`src/cfsup_pkg.sv`:
```
// Shared constants for the charger fault supervisor
package cfsup_pkg;
   // -------------------------------------------------------------
   // Clock and timing
   // -------------------------------------------------------------
   localparam int CLK_HZ = 20000000;
   localparam int ALERT_US = 256;
   localparam int ALERT_CYC = (ALERT_US * (CLK_HZ / 1000000));
   localparam int RETRY_S = 1;
   localparam int RETRY_CYC = RETRY_S * CLK_HZ;
   localparam int BUSTO_S = 2;
   localparam int BUSTO_CYC = BUSTO_S * CLK_HZ;
   localparam int SPIKE_NS = 50;
   localparam int GLITCH_CYC = (SPIKE_NS * (CLK_HZ / 1000000) + 999) / 1000;
   // -------------------------------------------------------------
   // I2C target
   // -------------------------------------------------------------
   localparam logic [6:0] I2C_ADDR = 7'h6b;
   localparam logic [7:0] UNMAPPED_DATA = 8'hff;
   // -------------------------------------------------------------
   // Register map (block-local choice)
   // -------------------------------------------------------------
   localparam logic [7:0] REG_STATUS = 8'h00;
   localparam logic [7:0] REG_FLAG = 8'h01;
   localparam logic [7:0] REG_MASK = 8'h02;
   localparam logic [7:0] REG_CTRL = 8'h03;
   localparam logic [7:0] MASK_RST = 8'h00;
   localparam logic [7:0] CTRL_RST = 8'h00;
   // Status and flag bit positions
   localparam int B_IOV = 0;
   localparam int B_IUV = 1;
   localparam int B_PGOOD = 2;
   localparam int B_BOV = 3;
   localparam int B_REV = 4;
   localparam int B_DRV = 5;
   localparam int B_TSH = 6;
   localparam int B_ROV = 7;
   // Control bit positions
   localparam int C_CHGEN = 0;
   localparam int C_REVEN = 1;
   localparam int NUM_FAULT = 9;

   // Ceiling of log2, used for counter widths
   function automatic int cfsup_clog2(input int v);
      int r;
      r = 0;
      while ((1 << r) < v) r++;
      return r;
   endfunction
endpackage

```
`src/cfsup_i2c.sv`:
```
// I2C target engine with glitch filter and bus timeout
`timescale 1ns/1ns
`default_nettype none
module cfsup_i2c (
   // Clock and reset
   input wire logic clk,
   input wire logic rst,
   // Synchronised bus lines
   input wire logic sclIn,
   input wire logic sdaIn,
   output logic sdaOe,
   output logic sclOe,
   // Register port
   output logic [7:0] regAddr,
   output logic [7:0] wrData,
   output logic wrStb,
   output logic rdStb,
   input wire logic [7:0] rdData,
   input wire logic addrValid
);
   typedef enum logic [5:0] {
      ST_IDLE = 6'b000001,
      ST_DEV = 6'b000010,
      ST_ADDR = 6'b000100,
      ST_WR = 6'b001000,
      ST_RD = 6'b010000,
      ST_ACK = 6'b100000
   } cfsup_st_type;

   localparam int GW = cfsup_pkg::cfsup_clog2(cfsup_pkg::GLITCH_CYC + 1) + 1;
   localparam int TW = cfsup_pkg::cfsup_clog2(cfsup_pkg::BUSTO_CYC + 1);

   // ------------------------------------------------------------
   // Glitch filter
   // ------------------------------------------------------------
   logic sclF_reg, sclF_next, sdaF_reg, sdaF_next;
   logic [GW-1:0] sclC_reg, sclC_next, sdaC_reg, sdaC_next;
   logic sclP_reg, sdaP_reg;

   always_comb begin
      sclF_next = sclF_reg;
      sdaF_next = sdaF_reg;
      sclC_next = '0;
      sdaC_next = '0;
      if (sclIn != sclF_reg) begin
         sclC_next = sclC_reg + 1'b1;
         if (sclC_reg >= GW'(cfsup_pkg::GLITCH_CYC)) sclF_next = sclIn;
      end
      if (sdaIn != sdaF_reg) begin
         sdaC_next = sdaC_reg + 1'b1;
         if (sdaC_reg >= GW'(cfsup_pkg::GLITCH_CYC)) sdaF_next = sdaIn;
      end
   end

   wire logic sclRise = sclF_reg & ~sclP_reg;
   wire logic sclFall = ~sclF_reg & sclP_reg;
   wire logic startC = sclF_reg & sclP_reg & sdaP_reg & ~sdaF_reg;
   wire logic stopC = sclF_reg & sclP_reg & ~sdaP_reg & sdaF_reg;

   // ------------------------------------------------------------
   // Protocol engine
   // ------------------------------------------------------------
   cfsup_st_type st_reg, st_next, ret_reg, ret_next;
   logic [7:0] sh_reg, sh_next, addr_reg, addr_next;
   logic [3:0] bit_reg, bit_next;
   logic drvLow_reg, drvLow_next, nack_reg, nack_next, rnw_reg, rnw_next;
   logic busy_reg, busy_next;
   logic [TW-1:0] to_reg, to_next;

   always_comb begin
      st_next = st_reg;
      ret_next = ret_reg;
      sh_next = sh_reg;
      addr_next = addr_reg;
      bit_next = bit_reg;
      drvLow_next = drvLow_reg;
      nack_next = nack_reg;
      rnw_next = rnw_reg;
      busy_next = busy_reg;
      to_next = busy_reg ? to_reg + 1'b1 : '0;
      wrStb = 1'b0;
      rdStb = 1'b0;
      if (startC) begin
         st_next = ST_DEV;
         bit_next = '0;
         drvLow_next = 1'b0;
         busy_next = 1'b1;
         to_next = '0;
      end else if (stopC ||
            to_reg >= TW'(cfsup_pkg::BUSTO_CYC)) begin
         st_next = ST_IDLE;
         drvLow_next = 1'b0;
         busy_next = 1'b0;
      end else begin
         unique case (st_reg)
            ST_IDLE: begin
            end
            ST_DEV, ST_ADDR, ST_WR: begin
               if (sclRise) begin
                  sh_next = {sh_reg[6:0], sdaF_reg};
                  bit_next = bit_reg + 1'b1;
               end
               if (sclFall && bit_reg == 4'd8) begin
                  bit_next = '0;
                  ret_next = st_reg;
                  st_next = ST_ACK;
                  nack_next = 1'b0;
                  if (st_reg == ST_DEV) begin
                     rnw_next = sh_reg[0];
                     if (sh_reg[7:1] != cfsup_pkg::I2C_ADDR) begin
                        st_next = ST_IDLE;
                     end else if (sh_reg[0]) begin
                        rdStb = 1'b1;
                        sh_next = addrValid ? rdData : cfsup_pkg::UNMAPPED_DATA;
                        addr_next = addr_reg + 1'b1;
                     end
                  end else if (st_reg == ST_ADDR) begin
                     addr_next = sh_reg;
                     nack_next = 1'b0;
                  end else begin
                     wrStb = 1'b1;
                     addr_next = addr_reg + 1'b1;
                  end
                  drvLow_next = st_next == ST_ACK;
               end
            end
            ST_ACK: begin
               if (sclFall) begin
                  drvLow_next = 1'b0;
                  if (nack_reg) st_next = ST_IDLE;
                  else if (ret_reg == ST_DEV && rnw_reg) begin
                     st_next = ST_RD;
                     drvLow_next = ~sh_reg[7];
                  end else if (ret_reg == ST_DEV) st_next = ST_ADDR;
                  else st_next = ST_WR;
               end
            end
            ST_RD: begin
               if (sclFall) begin
                  bit_next = bit_reg + 1'b1;
                  sh_next = {sh_reg[6:0], 1'b1};
                  drvLow_next = (bit_reg != 4'd7) & ~sh_reg[6];
                  if (bit_reg == 4'd8) begin
                     bit_next = '0;
                     rdStb = 1'b1;
                     sh_next = addrValid ? rdData : cfsup_pkg::UNMAPPED_DATA;
                     addr_next = addr_reg + 1'b1;
                     drvLow_next = ~sh_next[7];
                  end
               end
               if (sclRise && bit_reg == 4'd8 && sdaF_reg) st_next = ST_IDLE;
            end
            default: st_next = ST_IDLE;
         endcase
      end
      // Undefined register address: refuse it and drop to idle
      if (st_reg == ST_ADDR && sclFall && bit_reg == 4'd8 &&
            !addrValid) begin
         st_next = ST_IDLE;
         drvLow_next = 1'b0;
      end
   end

   always_ff @(posedge clk or posedge rst) begin
      if (rst) begin
         sclF_reg <= 1'b1;
         sdaF_reg <= 1'b1;
         sclC_reg <= '0;
         sdaC_reg <= '0;
         sclP_reg <= 1'b1;
         sdaP_reg <= 1'b1;
         st_reg <= ST_IDLE;
         ret_reg <= ST_IDLE;
         sh_reg <= '0;
         addr_reg <= '0;
         bit_reg <= '0;
         drvLow_reg <= 1'b0;
         nack_reg <= 1'b0;
         rnw_reg <= 1'b0;
         busy_reg <= 1'b0;
         to_reg <= '0;
      end else begin
         sclF_reg <= sclF_next;
         sdaF_reg <= sdaF_next;
         sclC_reg <= sclC_next;
         sdaC_reg <= sdaC_next;
         sclP_reg <= sclF_reg;
         sdaP_reg <= sdaF_reg;
         st_reg <= st_next;
         ret_reg <= ret_next;
         sh_reg <= sh_next;
         addr_reg <= addr_next;
         bit_reg <= bit_next;
         drvLow_reg <= drvLow_next;
         nack_reg <= nack_next;
         rnw_reg <= rnw_next;
         busy_reg <= busy_next;
         to_reg <= to_next;
      end
   end

   // Register access is single-cycle, so the clock is never stretched
   assign sclOe = 1'b1;
   assign sdaOe = ~drvLow_reg;
   assign regAddr = (st_reg == ST_ADDR) ? sh_reg : addr_reg;
   assign wrData = sh_reg;
endmodule // cfsup_i2c
`default_nettype wire

```
`src/cfsup_sync.sv`:
```
// Two-flop synchroniser bank for asynchronous inputs
`timescale 1ns/1ns
`default_nettype none
module cfsup_sync #(
   parameter int W = 1
) (
   // Clock and reset
   input wire logic clk,
   input wire logic rst,
   // Data
   input wire logic [W-1:0] din,
   output logic [W-1:0] dout
);
   logic [W-1:0] meta_reg;
   logic [W-1:0] meta_next;
   logic [W-1:0] out_next;

   always_comb begin
      meta_next = din;
      out_next = meta_reg;
   end

   always_ff @(posedge clk or posedge rst) begin
      if (rst) begin
         meta_reg <= '0;
         dout <= '0;
      end else begin
         meta_reg <= meta_next;
         dout <= out_next;
      end
   end
endmodule // cfsup_sync
`default_nettype wire

```
`src/cfsup_top.sv`:
```
// Charger fault supervisor with I2C status port
// What this block does
// - Disable charger when input exceeds the lower over-voltage threshold.
// - Input over-voltage: alert, set status and flag, drop power good.
// - Disable charger when input falls below the higher under-voltage limit.
// - Input under-voltage: alert, set status and flag, drop power good.
// - Battery over-voltage stops switching at once until released.
// - Battery over-voltage enables discharge sink and pauses both timers.
// - Charge over-current stops charging, retries after one second.
// - Reverse over-voltage halts switching, alerts, resumes when it clears.
// - Reverse under-voltage stops, clears reverse enable and status, flags.
// - Driver supply low stops converter, alerts, flags, shows disabled.
// - Driver supply high stops converter, alerts, flags, shows disabled.
// - Driver supply recovered restarts switching in configured mode.
// - Regulator low stops converter, shows disabled, resumes on recovery.
// - Over-temperature stops converter, sets status, flag, alert.
// - Answer as I2C target at address 0x6B.
// - Reads of undefined locations return 0xFF.
// - Bus works at 100 k, 400 k and 1 M bit rates.
// - START without STOP for over two seconds resets the bus logic.
// - Bytes are eight bits, MSB first, each followed by acknowledge.
// - Target may hold the clock low between bytes; this block never does, sclOe is tied high.
// - Each alert is a 256 us low pulse; flag alerts obey the mask, power-good changes and reverse OV in reverse mode do not.
// - Flags latch on status rising edge, except power good (never) and reverse (on reverse under-voltage), and clear after being read.
// - Undefined register address gets a not-acknowledge and idle.
`timescale 1ns/1ns
`default_nettype none
module cfsup_top (
   // Clock and reset
   input wire logic ref_clk,
   input wire logic sys_rst,
   // Comparator inputs (asynchronous)
   input wire logic inputOvSetPinTrip,
   input wire logic inputOvIntTrip,
   input wire logic inputUvSetPinTrip,
   input wire logic inputUvIntTrip,
   input wire logic batteryOvervoltTrip,
   input wire logic chargeOvercurrentTrip,
   input wire logic reverseOvervoltTrip,
   input wire logic reverseUndervoltTrip,
   input wire logic driverSupplyLowTrip,
   input wire logic driverSupplyHighTrip,
   input wire logic regulatorLowTrip,
   input wire logic overTemperatureTrip,
   // I2C pins
   input wire logic sclIn,
   output logic sclOut,
   output logic sclOe,
   input wire logic sdaIn,
   output logic sdaOut,
   output logic sdaOe,
   // Converter control
   output logic switchEnable,
   output logic highSideBlock,
   output logic outputDischargeSink,
   output logic timersSuspend,
   output logic reverseActive,
   // Status pins (open drain, low when oe low)
   output logic alertOut,
   output logic alertOe,
   output logic powerGoodPinOut,
   output logic powerGoodPinOe,
   output logic chargeStatePinAOut,
   output logic chargeStatePinAOe,
   output logic chargeStatePinBOut,
   output logic chargeStatePinBOe
);
   localparam int RW = cfsup_pkg::cfsup_clog2(cfsup_pkg::RETRY_CYC + 1);
   localparam int AW = cfsup_pkg::cfsup_clog2(cfsup_pkg::ALERT_CYC + 1);

   // ------------------------------------------------------------
   // Input synchronisers
   // ------------------------------------------------------------
   logic [11:0] rawIn, syncIn;
   logic [1:0] busSync;
   assign rawIn = {overTemperatureTrip, regulatorLowTrip, driverSupplyHighTrip,
      driverSupplyLowTrip, reverseUndervoltTrip, reverseOvervoltTrip,
      chargeOvercurrentTrip, batteryOvervoltTrip, inputUvIntTrip,
      inputUvSetPinTrip, inputOvIntTrip, inputOvSetPinTrip};

   cfsup_sync #(.W(12)) u_fsync (
      .clk(ref_clk),
      .rst(sys_rst),
      .din(rawIn),
      .dout(syncIn)
   );
   cfsup_sync #(.W(2)) u_bsync (
      .clk(ref_clk),
      .rst(sys_rst),
      .din(~{sclIn, sdaIn}), // Held inverted so reset reads as an idle bus
      .dout(busSync)
   );

   // Each trip is high when the input passes that threshold, so the
   // lower OV threshold and higher UV threshold reduce to an OR.
   wire logic inOv = syncIn[0] | syncIn[1];
   wire logic inUv = syncIn[2] | syncIn[3];
   wire logic batOv = syncIn[4];
   wire logic chgOc = syncIn[5];
   wire logic revOv = syncIn[6];
   wire logic revUv = syncIn[7];
   wire logic drvBad = syncIn[8] | syncIn[9];
   wire logic regLow = syncIn[10];
   wire logic over_temperature_trip = syncIn[11];

   // ------------------------------------------------------------
   // Register port
   // ------------------------------------------------------------
   logic [7:0] regAddr, wrData, rdData;
   logic wrStb, rdStb, addrValid;
   logic [7:0] status, flag_reg, flag_next, mask_reg, mask_next;
   logic [7:0] ctrl_reg, ctrl_next, statP_reg;

   cfsup_i2c u_i2c (
      .clk(ref_clk),
      .rst(sys_rst),
      .sclIn(~busSync[1]),
      .sdaIn(~busSync[0]),
      .sdaOe(sdaOe),
      .sclOe(sclOe),
      .regAddr(regAddr),
      .wrData(wrData),
      .wrStb(wrStb),
      .rdStb(rdStb),
      .rdData(rdData),
      .addrValid(addrValid)
   );
   assign sclOut = 1'b0;
   assign sdaOut = 1'b0;

   always_comb begin
      addrValid = regAddr <= cfsup_pkg::REG_CTRL;
      unique case (regAddr)
         cfsup_pkg::REG_STATUS: rdData = status;
         cfsup_pkg::REG_FLAG: rdData = flag_reg;
         cfsup_pkg::REG_MASK: rdData = mask_reg;
         cfsup_pkg::REG_CTRL: rdData = ctrl_reg;
         default: rdData = cfsup_pkg::UNMAPPED_DATA;
      endcase
   end

   // ------------------------------------------------------------
   // Fault state
   // ------------------------------------------------------------
   logic [RW-1:0] retry_reg, retry_next;
   logic [AW-1:0] alert_reg, alert_next;
   logic revUvP_reg, revOvP_reg;
   logic [7:0] rise;
   logic alertEvt, chgFault, convStop, powerGood;

   always_comb begin
      powerGood = ~inOv & ~inUv;
      status = '0;
      status[cfsup_pkg::B_IOV] = inOv;
      status[cfsup_pkg::B_IUV] = inUv;
      status[cfsup_pkg::B_PGOOD] = powerGood;
      status[cfsup_pkg::B_BOV] = batOv;
      status[cfsup_pkg::B_REV] = reverseActive;
      status[cfsup_pkg::B_DRV] = drvBad;
      status[cfsup_pkg::B_TSH] = over_temperature_trip;
      status[cfsup_pkg::B_ROV] = revOv;
      rise = status & ~statP_reg;
      // Reverse exit flags through its own bit, not a status edge
      rise[cfsup_pkg::B_REV] = revUv & ~revUvP_reg & ctrl_reg[cfsup_pkg::C_REVEN];
      rise[cfsup_pkg::B_PGOOD] = 1'b0;
      // A new event wins over the read-clear in the same cycle
      flag_next = flag_reg;
      if (rdStb && regAddr == cfsup_pkg::REG_FLAG) flag_next = '0;
      flag_next = flag_next | rise;

      mask_next = mask_reg;
      ctrl_next = ctrl_reg;
      if (wrStb && regAddr == cfsup_pkg::REG_MASK) mask_next = wrData;
      if (wrStb && regAddr == cfsup_pkg::REG_CTRL) ctrl_next = wrData;
      if (reverseActive && revUv) ctrl_next[cfsup_pkg::C_REVEN] = 1'b0;

      // Retry delay after charge over-current
      retry_next = retry_reg;
      if (chgOc) retry_next = RW'(cfsup_pkg::RETRY_CYC);
      else if (retry_reg != '0) retry_next = retry_reg - 1'b1;

      // Events during a pulse do not stretch it; the flags still hold all but power-good changes
      alertEvt = |(rise & ~mask_reg) | (revOv & ~revOvP_reg & reverseActive);
      alertEvt = alertEvt | (powerGood ^ statP_reg[cfsup_pkg::B_PGOOD]);
      alert_next = alert_reg;
      if (alert_reg != '0) alert_next = alert_reg - 1'b1;
      else if (alertEvt) alert_next = AW'(cfsup_pkg::ALERT_CYC);
   end

   always_ff @(posedge ref_clk or posedge sys_rst) begin
      if (sys_rst) begin
         flag_reg <= '0;
         mask_reg <= cfsup_pkg::MASK_RST;
         ctrl_reg <= cfsup_pkg::CTRL_RST;
         statP_reg <= '0;
         retry_reg <= '0;
         alert_reg <= '0;
         revUvP_reg <= 1'b0;
         revOvP_reg <= 1'b0;
      end else begin
         flag_reg <= flag_next;
         mask_reg <= mask_next;
         ctrl_reg <= ctrl_next;
         statP_reg <= status;
         retry_reg <= retry_next;
         alert_reg <= alert_next;
         revUvP_reg <= revUv;
         revOvP_reg <= revOv;
      end
   end

   // ------------------------------------------------------------
   // Converter control and pins
   // ------------------------------------------------------------
   // Mode bits stay set through faults other than reverse under-voltage, so switching resumes as before
   assign reverseActive = ctrl_reg[cfsup_pkg::C_REVEN];
   assign convStop = drvBad | regLow | over_temperature_trip | batOv;
   assign chgFault = inOv | inUv | chgOc | (retry_reg != '0);
   always_comb begin
      if (reverseActive) begin
         switchEnable = ~convStop & ~revOv & ~revUv;
      end else begin
         switchEnable = ~convStop & ~chgFault &
            ctrl_reg[cfsup_pkg::C_CHGEN];
      end
   end
   assign highSideBlock = batOv;
   assign outputDischargeSink = batOv;
   assign timersSuspend = batOv;
   assign alertOut = 1'b0;
   assign alertOe = (alert_reg == '0);
   assign powerGoodPinOut = 1'b0;
   assign powerGoodPinOe = ~powerGood;
   // Charging shows A on, B off; disabled shows both off
   assign chargeStatePinAOut = 1'b0;
   assign chargeStatePinBOut = 1'b0;
   assign chargeStatePinAOe = ~(switchEnable & ~reverseActive);
   assign chargeStatePinBOe = 1'b1;
endmodule // cfsup_top
`default_nettype wire

```
`config.mk`:
```
export PLATFORM = sky130hd
export DESIGN_NAME = cfsup_top
export DESIGN_NICKNAME = d
export VERILOG_FILES = /design/src/cfsup_pkg.sv /design/src/cfsup_i2c.sv /design/src/cfsup_sync.sv /design/src/cfsup_top.sv
export SDC_FILE = /design/constraint.sdc
export NUM_CORES = 1
export LEC_CHECK = 0
export ABC_AREA = 1
export BUFFER_PORTS_ARGS = -buffer_cell sky130_fd_sc_hd__buf_2
export CAP_MARGIN = 20
export CORE_ASPECT_RATIO = 1.75
export CORE_MARGIN = 2
export CORE_UTILIZATION = 61
export CTS_CLUSTER_SIZE = 10
export DETAILED_ROUTE_END_ITERATION = 6
export PLACE_DENSITY_LB_ADDON = 0.05
export SLEW_MARGIN = 30
export SYNTH_ARGS = -nofsm -noshare
export SYNTH_HDL_FRONTEND = slang
export SYNTH_HIERARCHICAL = 1
export SYNTH_SLANG_ARGS = --single-unit
export TNS_END_PERCENT = 50
```
`constraint.sdc`:
```
create_clock -name ref_clk -period 9.05 [get_ports ref_clk]
set_clock_uncertainty 0.05 [all_clocks]
set_input_delay 1.81 -clock ref_clk [delete_from_list [all_inputs] [get_ports ref_clk]]
set_output_delay 1.81 -clock ref_clk [all_outputs]
set_load 0.02 [all_outputs]
```
# == Yosys cells after proc, flatten, opt, wreduce, memory -nomap -nowiden ==
# Index checks and enable logic that the tools add are counted.
# totals
ff_bits,169
output_inout_bits,17
# op_classes
add_sub_neg,7
magnitude_cmp,4
eq_ne,29
mux,79
bitwise_logic,59
reduce_logical,35
# ops
operator,n
2-to-1 mux 8 bit,17
2-to-1 mux 6 bit,13
2-to-1 mux 26 bit,2
2-to-1 mux 25 bit,2
case mux 8 bit (2 select lines),2
case mux 8 bit (4 select lines),1
2-to-1 mux 4 bit,7
adder 26 x 1 -> 26 bit (second input constant),1
greater-or-equal comparator 26 bit (second input constant),1
2-to-1 mux 1 bit,26
2-to-1 mux 13 bit,2
nonzero test 25 bit,1
subtractor 25 x 1 -> 25 bit (second input constant),1
case mux 6 bit (4 select lines),1
inverter 1 bit,23
inequality test 5 x 1 -> 1 bit (second input constant),4
AND reduction 4 bit,5
bitwise AND 1 bit,18
bitwise AND 8 bit,2
equality test 8 x 2 -> 1 bit (second input constant),2
inverter 8 bit,2
logical NOT 13 bit,1
nonzero test 13 bit,1
subtractor 13 x 1 -> 13 bit (second input constant),1
41 further kinds,77

# == Longest topological paths before layout ==
# depth
word_depth,13
ltp_mapped,25
mapped_depth_nobuf,22

# == By module ==
# Netlist, hierarchy kept.
# modules_own_cells
mod,instances,cells_each,area_each_um2,seq_area_each_um2
cfsup_i2c,1,683,4685.7,1734.2
cfsup_top,1,551,3967.6,1726.7
cfsup_sync (u_fsync),1,25,604.3,600.6
cfsup_sync (u_bsync),1,5,103.8,100.1

# == Least setup slack after synthesis ==
# OpenSTA, ideal clock, no wires.
# synth_path
path_kind,reg-to-output
startpoint,register alert_reg[0]
endpoint,output alertOe
arrival_time_ps,1542
path_slack_ps,5648
path_stages_with_launch,7
cell_sequence,dfrtp_1 inv_1 ha_1 nand3_1 nor2_1 nand2_1 nor3_1
# synth_between
elab_chain_len,1
# synth_lines
element,line_no,source
"start, declared",cfsup_top.sv:146,"logic [AW-1:0] alert_reg, alert_next;"
"start signal, assigned",cfsup_top.sv:206,alert_reg <= alert_next;
logical NOT 13 bit,cfsup_top.sv:231,assign alertOe = (alert_reg == '0);
"end, declared",cfsup_top.sv:60,"output logic alertOe,"
# Every way passes these cells.

# == Worst setup path in the final report ==
# Same ends and word-level chain as after synthesis.

==> metrics.md <==
| Metric | Value |
|---|---|
| Status | `finished, final reports clean` |
| Total track usage | `0.317` |
| Most frequent cells after synthesis | `nand2_1 (332), nor2_1 (182), inv_1 (170), dfrtp_1 (160), nand3_1 (95)` |
| Crit path DAT | `2120 ps` |
| Die X | `97.6 um` |
| Post_cts resized | `0` |
| Hold Path Class | `flip-flop to flip-flop` |
| Slew headroom | `0.462` |
| Initial Utilization | `0.628` |
| Area contributors post-synth | `dfrtp_1 (43%), nand2_1 (13%), nor2_1 (7.3%), inv_1 (6.8%), nand3_1 (5.1%)` |
| Ys async rst share | `1.00` |
| Number of global-route vias before repair | `8356` |
| Tmin final | `3980 ps` |
| GRT overflow | `0` |
| Synth warnings | `6` |
| RSZ-0062 raised after global routing | `false` |
| Cell with the most instances after synthesis | `nand2_1` |
| Final GP Congestion | `1.02` |
| # hold bufs at CTS | `0` |
| Post-synthesis xor/xnor area fraction | `0.0140` |
| Post-DP Area | `9580 um^2` |
| Detailed-router iteration count before antenna repair | `5` |
| Total CTS buffers | `17` |
| Mapped Cells | `1264` |
| Compound-cell area share of the yosys netlist | `0.0779` |
| Post-CTS Setup Bufs | `0` |
| Worst skew pair latency | `430 ps` |
| CP startpoint kind | `flip-flop` |
| Global-route wire length before repair | `40.6 mm` |
| Area leader, netlist | `dfrtp_1` |
| Clock Pin Slew Worst Setup and Hold Paths | `70 ps` |
| Worst EP required | `7190 ps` |
| GR Util met3 | `0.0415` |
| DRT antenna net count | `0` |
| P_int | `1380 uW` |
| Final net count | `1316` |
| Initial antenna violation count | `0` |
| Logic gate share of total power | `0.278` |
| Layout cell share with drive strength beyond 1 | `0.101` |
| Final Cell Area | `10200 um^2` |
| Die area | `16400 um^2` |
| Final setup TNS | `0 ps` |
| H-tree level count | `4` |
| Largest net degree at the start of global routing | `70` |
| Layout fillers | `1344` |
| Seq pwr share | `0.399` |
| Switching power | `858 uW` |
| Synth Flop Type | `dfrtp_1` |
| Crit Path Class | `flip-flop to output pin` |
| Max FFs per register | `26` |
| Post-DR wirelength/cell | `17.0 um` |
| Top cell type's share of synthesized area | `0.428` |
| Met2 global-route usage | `0.617` |
| Part of the Yosys area used for sequential elements | `0.445` |
| Placement Setup Slack | `5520 ps` |
| Top-Level Pins | `33` |
| Via count | `8264` |
| Synth Cell Area | `9360 um^2` |
| Core Footprint | `14900 um^2` |
| Port Buffer Count | `24` |
| Max_cap viols | `0` |
| Multiplexer share of the synthesized area | `0.00241` |
| PwrDens | `220 nW/um^2` |
| Post-Route WL | `25.2 mm` |
| DR iter-0 viols | `460` |
| Max Slew Vio Count | `0` |
| Vias per inst | `5.56` |
| Yosys reg bits | `166` |
| Hold violation count in the final report | `0` |
| Largest family of logic cells by synthesized area | `simple AND/OR/NAND/NOR gates` |
| TritonCTS clock tree | `built` |
| Area added between synthesis and finish | `8.77%` |
| Final period util | `0.440` |
| Clock power share | `0.323` |
| FP Rows | `59` |
| Antenna diode count | `0` |
| Least-Margin Pin Slew | `802 ps` |
| CTS Sinks | `166` |
| Met1 Usage GRT | `0.295` |
| Gr busiest metal | `met2` |
| Post-Synth Adder-Cell Area | `0.0134` |
| Simple-gate share of the synthesized area | `0.355` |
| Avg Inst Size Synth | `7.41 um^2` |
| Drc violations | `0` |
| R2R setup slack | `5620 ps` |
| Clock Tree Buf Depth | `2` |
| Root cell of the clock tree | `clkbuf_16` |
| Dpl hpwl | `19.2 mm` |
| Fmax | `251 MHz` |
| Worst setup EP type | `output pin` |
| Die H | `168 um` |
| Leakage power | `0.00499 uW` |
| Peak fanout along the critical path | `6` |
| Sw Share | `0.383` |
| PnR worst setup slack | `5070 ps` |
| Synth cell types | `51` |
| Worst VDD drop | `0.000161 V` |
| Post-synth EDFFs | `0` |
| Final setup fails | `0` |
## critical path, stage by stage (launching register included)
cell and delay (ps):
dfrtp_1 390, inv_1 80, ha_1 180, nand3_1 190, nor2_1 190, nand2_1 110
nor3_1 280, buf_2 260
## placed cells by master, fill, tap and decap left out, types with 3 or more instances in the layout
cell and n:
nand2_1 332, nor2_1 182, inv_1 167, dfrtp_1 160, nand3_1 95, o21ai_0 71
nand4_1 42, nor3_1 27, buf_2 24, clkbuf_16 17, a21oi_1 16, nor2_2 10
ha_1 10, or2_2 9, xor2_1 9, nand3b_1 9, conb_1 8, nand3_2 7
inv_2 7, o22ai_1 7, o21ai_1 6, o21bai_1 6, inv_8 6, xnor2_1 6
dfstp_2 6, nor3_2 4, nand3_4 4, a21oi_2 4, o21ai_2 4, nor4_1 4
a21o_1 4, clkinv_8 4, nand2_2 4, a31oi_1 3, clkinv_4 3, nor2_4 3
## cells by family (layout without fill, tap and decap cells)
logic type | count (synthesis) | after routing
adders and majority gates | 10 | 10
DFF | 166 | 166
and+or+nand+nor | 737 | 737
xor gates and xnor gates | 15 | 15
muxes | 2 | 2
buffers and inverters | 204 | 238
AOI/OAI and AO/OA | 127 | 127
other | 3 | 8
## cell type report
type | instances | area, um^2 | share of cell area
clock buffers | 17 | 425 | 0.0418
clock inverters | 15 | 174 | 0.0171
inverters | 179 | 683 | 0.0671
well taps | 183 | 229 | 0.0225
multi-input cells | 899 | 4360 | 0.428
repair buffers | 27 | 146 | 0.0144
flip-flops and latches | 166 | 4160 | 0.409
## routing by layer
| layer | share of wire | up-vias | wire length, um |
|---|---|---|---|
| met5 | 0 | - | 0 |
| met4 | 0.076 | 0 | 1910 |
| met3 | 0.028 | 113 | 714 |
| met2 | 0.57 | 244 | 14300 |
| met1 | 0.33 | 3827 | 8290 |
| li1 | - | 4080 | - |
## through the flow
step                      utilization  hold WS, ps  std cells  total power (uW)
final                           0.683          297       1486              2240
after global routing            0.683          305       1486              2360
after CTS                       0.683          299       1486              2250
after detailed placement        0.642          285       1454              1520
after global placement          0.642          282       1454              1510
after floorplan                     -          281       1269              1360
## power by group through the flow
| stage | sequential, uW | combinational, uW | clock, uW |
|---|---|---|---|
| 2_1_floorplan | 877 | 479 | 0 |
| 3_3_place_gp | 904 | 604 | 0 |
| 3_5_place_dp | 905 | 613 | 0 |
| 4_1_cts | 891 | 619 | 738 |
| 5_1_grt | 899 | 696 | 765 |
| 6_report | 894 | 624 | 724 |
## worst paths after layout
kind	from	to	depth (start not counted)
min	u_fsync/meta_reg[8]	u_fsync/dout[8]	0
min reg2reg	u_fsync/meta_reg[8]	u_fsync/dout[8]	0
max	alert_reg[0]	alertOe	7
min in group asynchronous	sys_rst	u_bsync/meta_reg[0]	2
max reg2reg	u_i2c/st_reg[0]	u_i2c/drvLow_reg	21
max in group asynchronous	sys_rst	u_i2c/wrData[0]	3
Power figures use the tool's default switching activity.
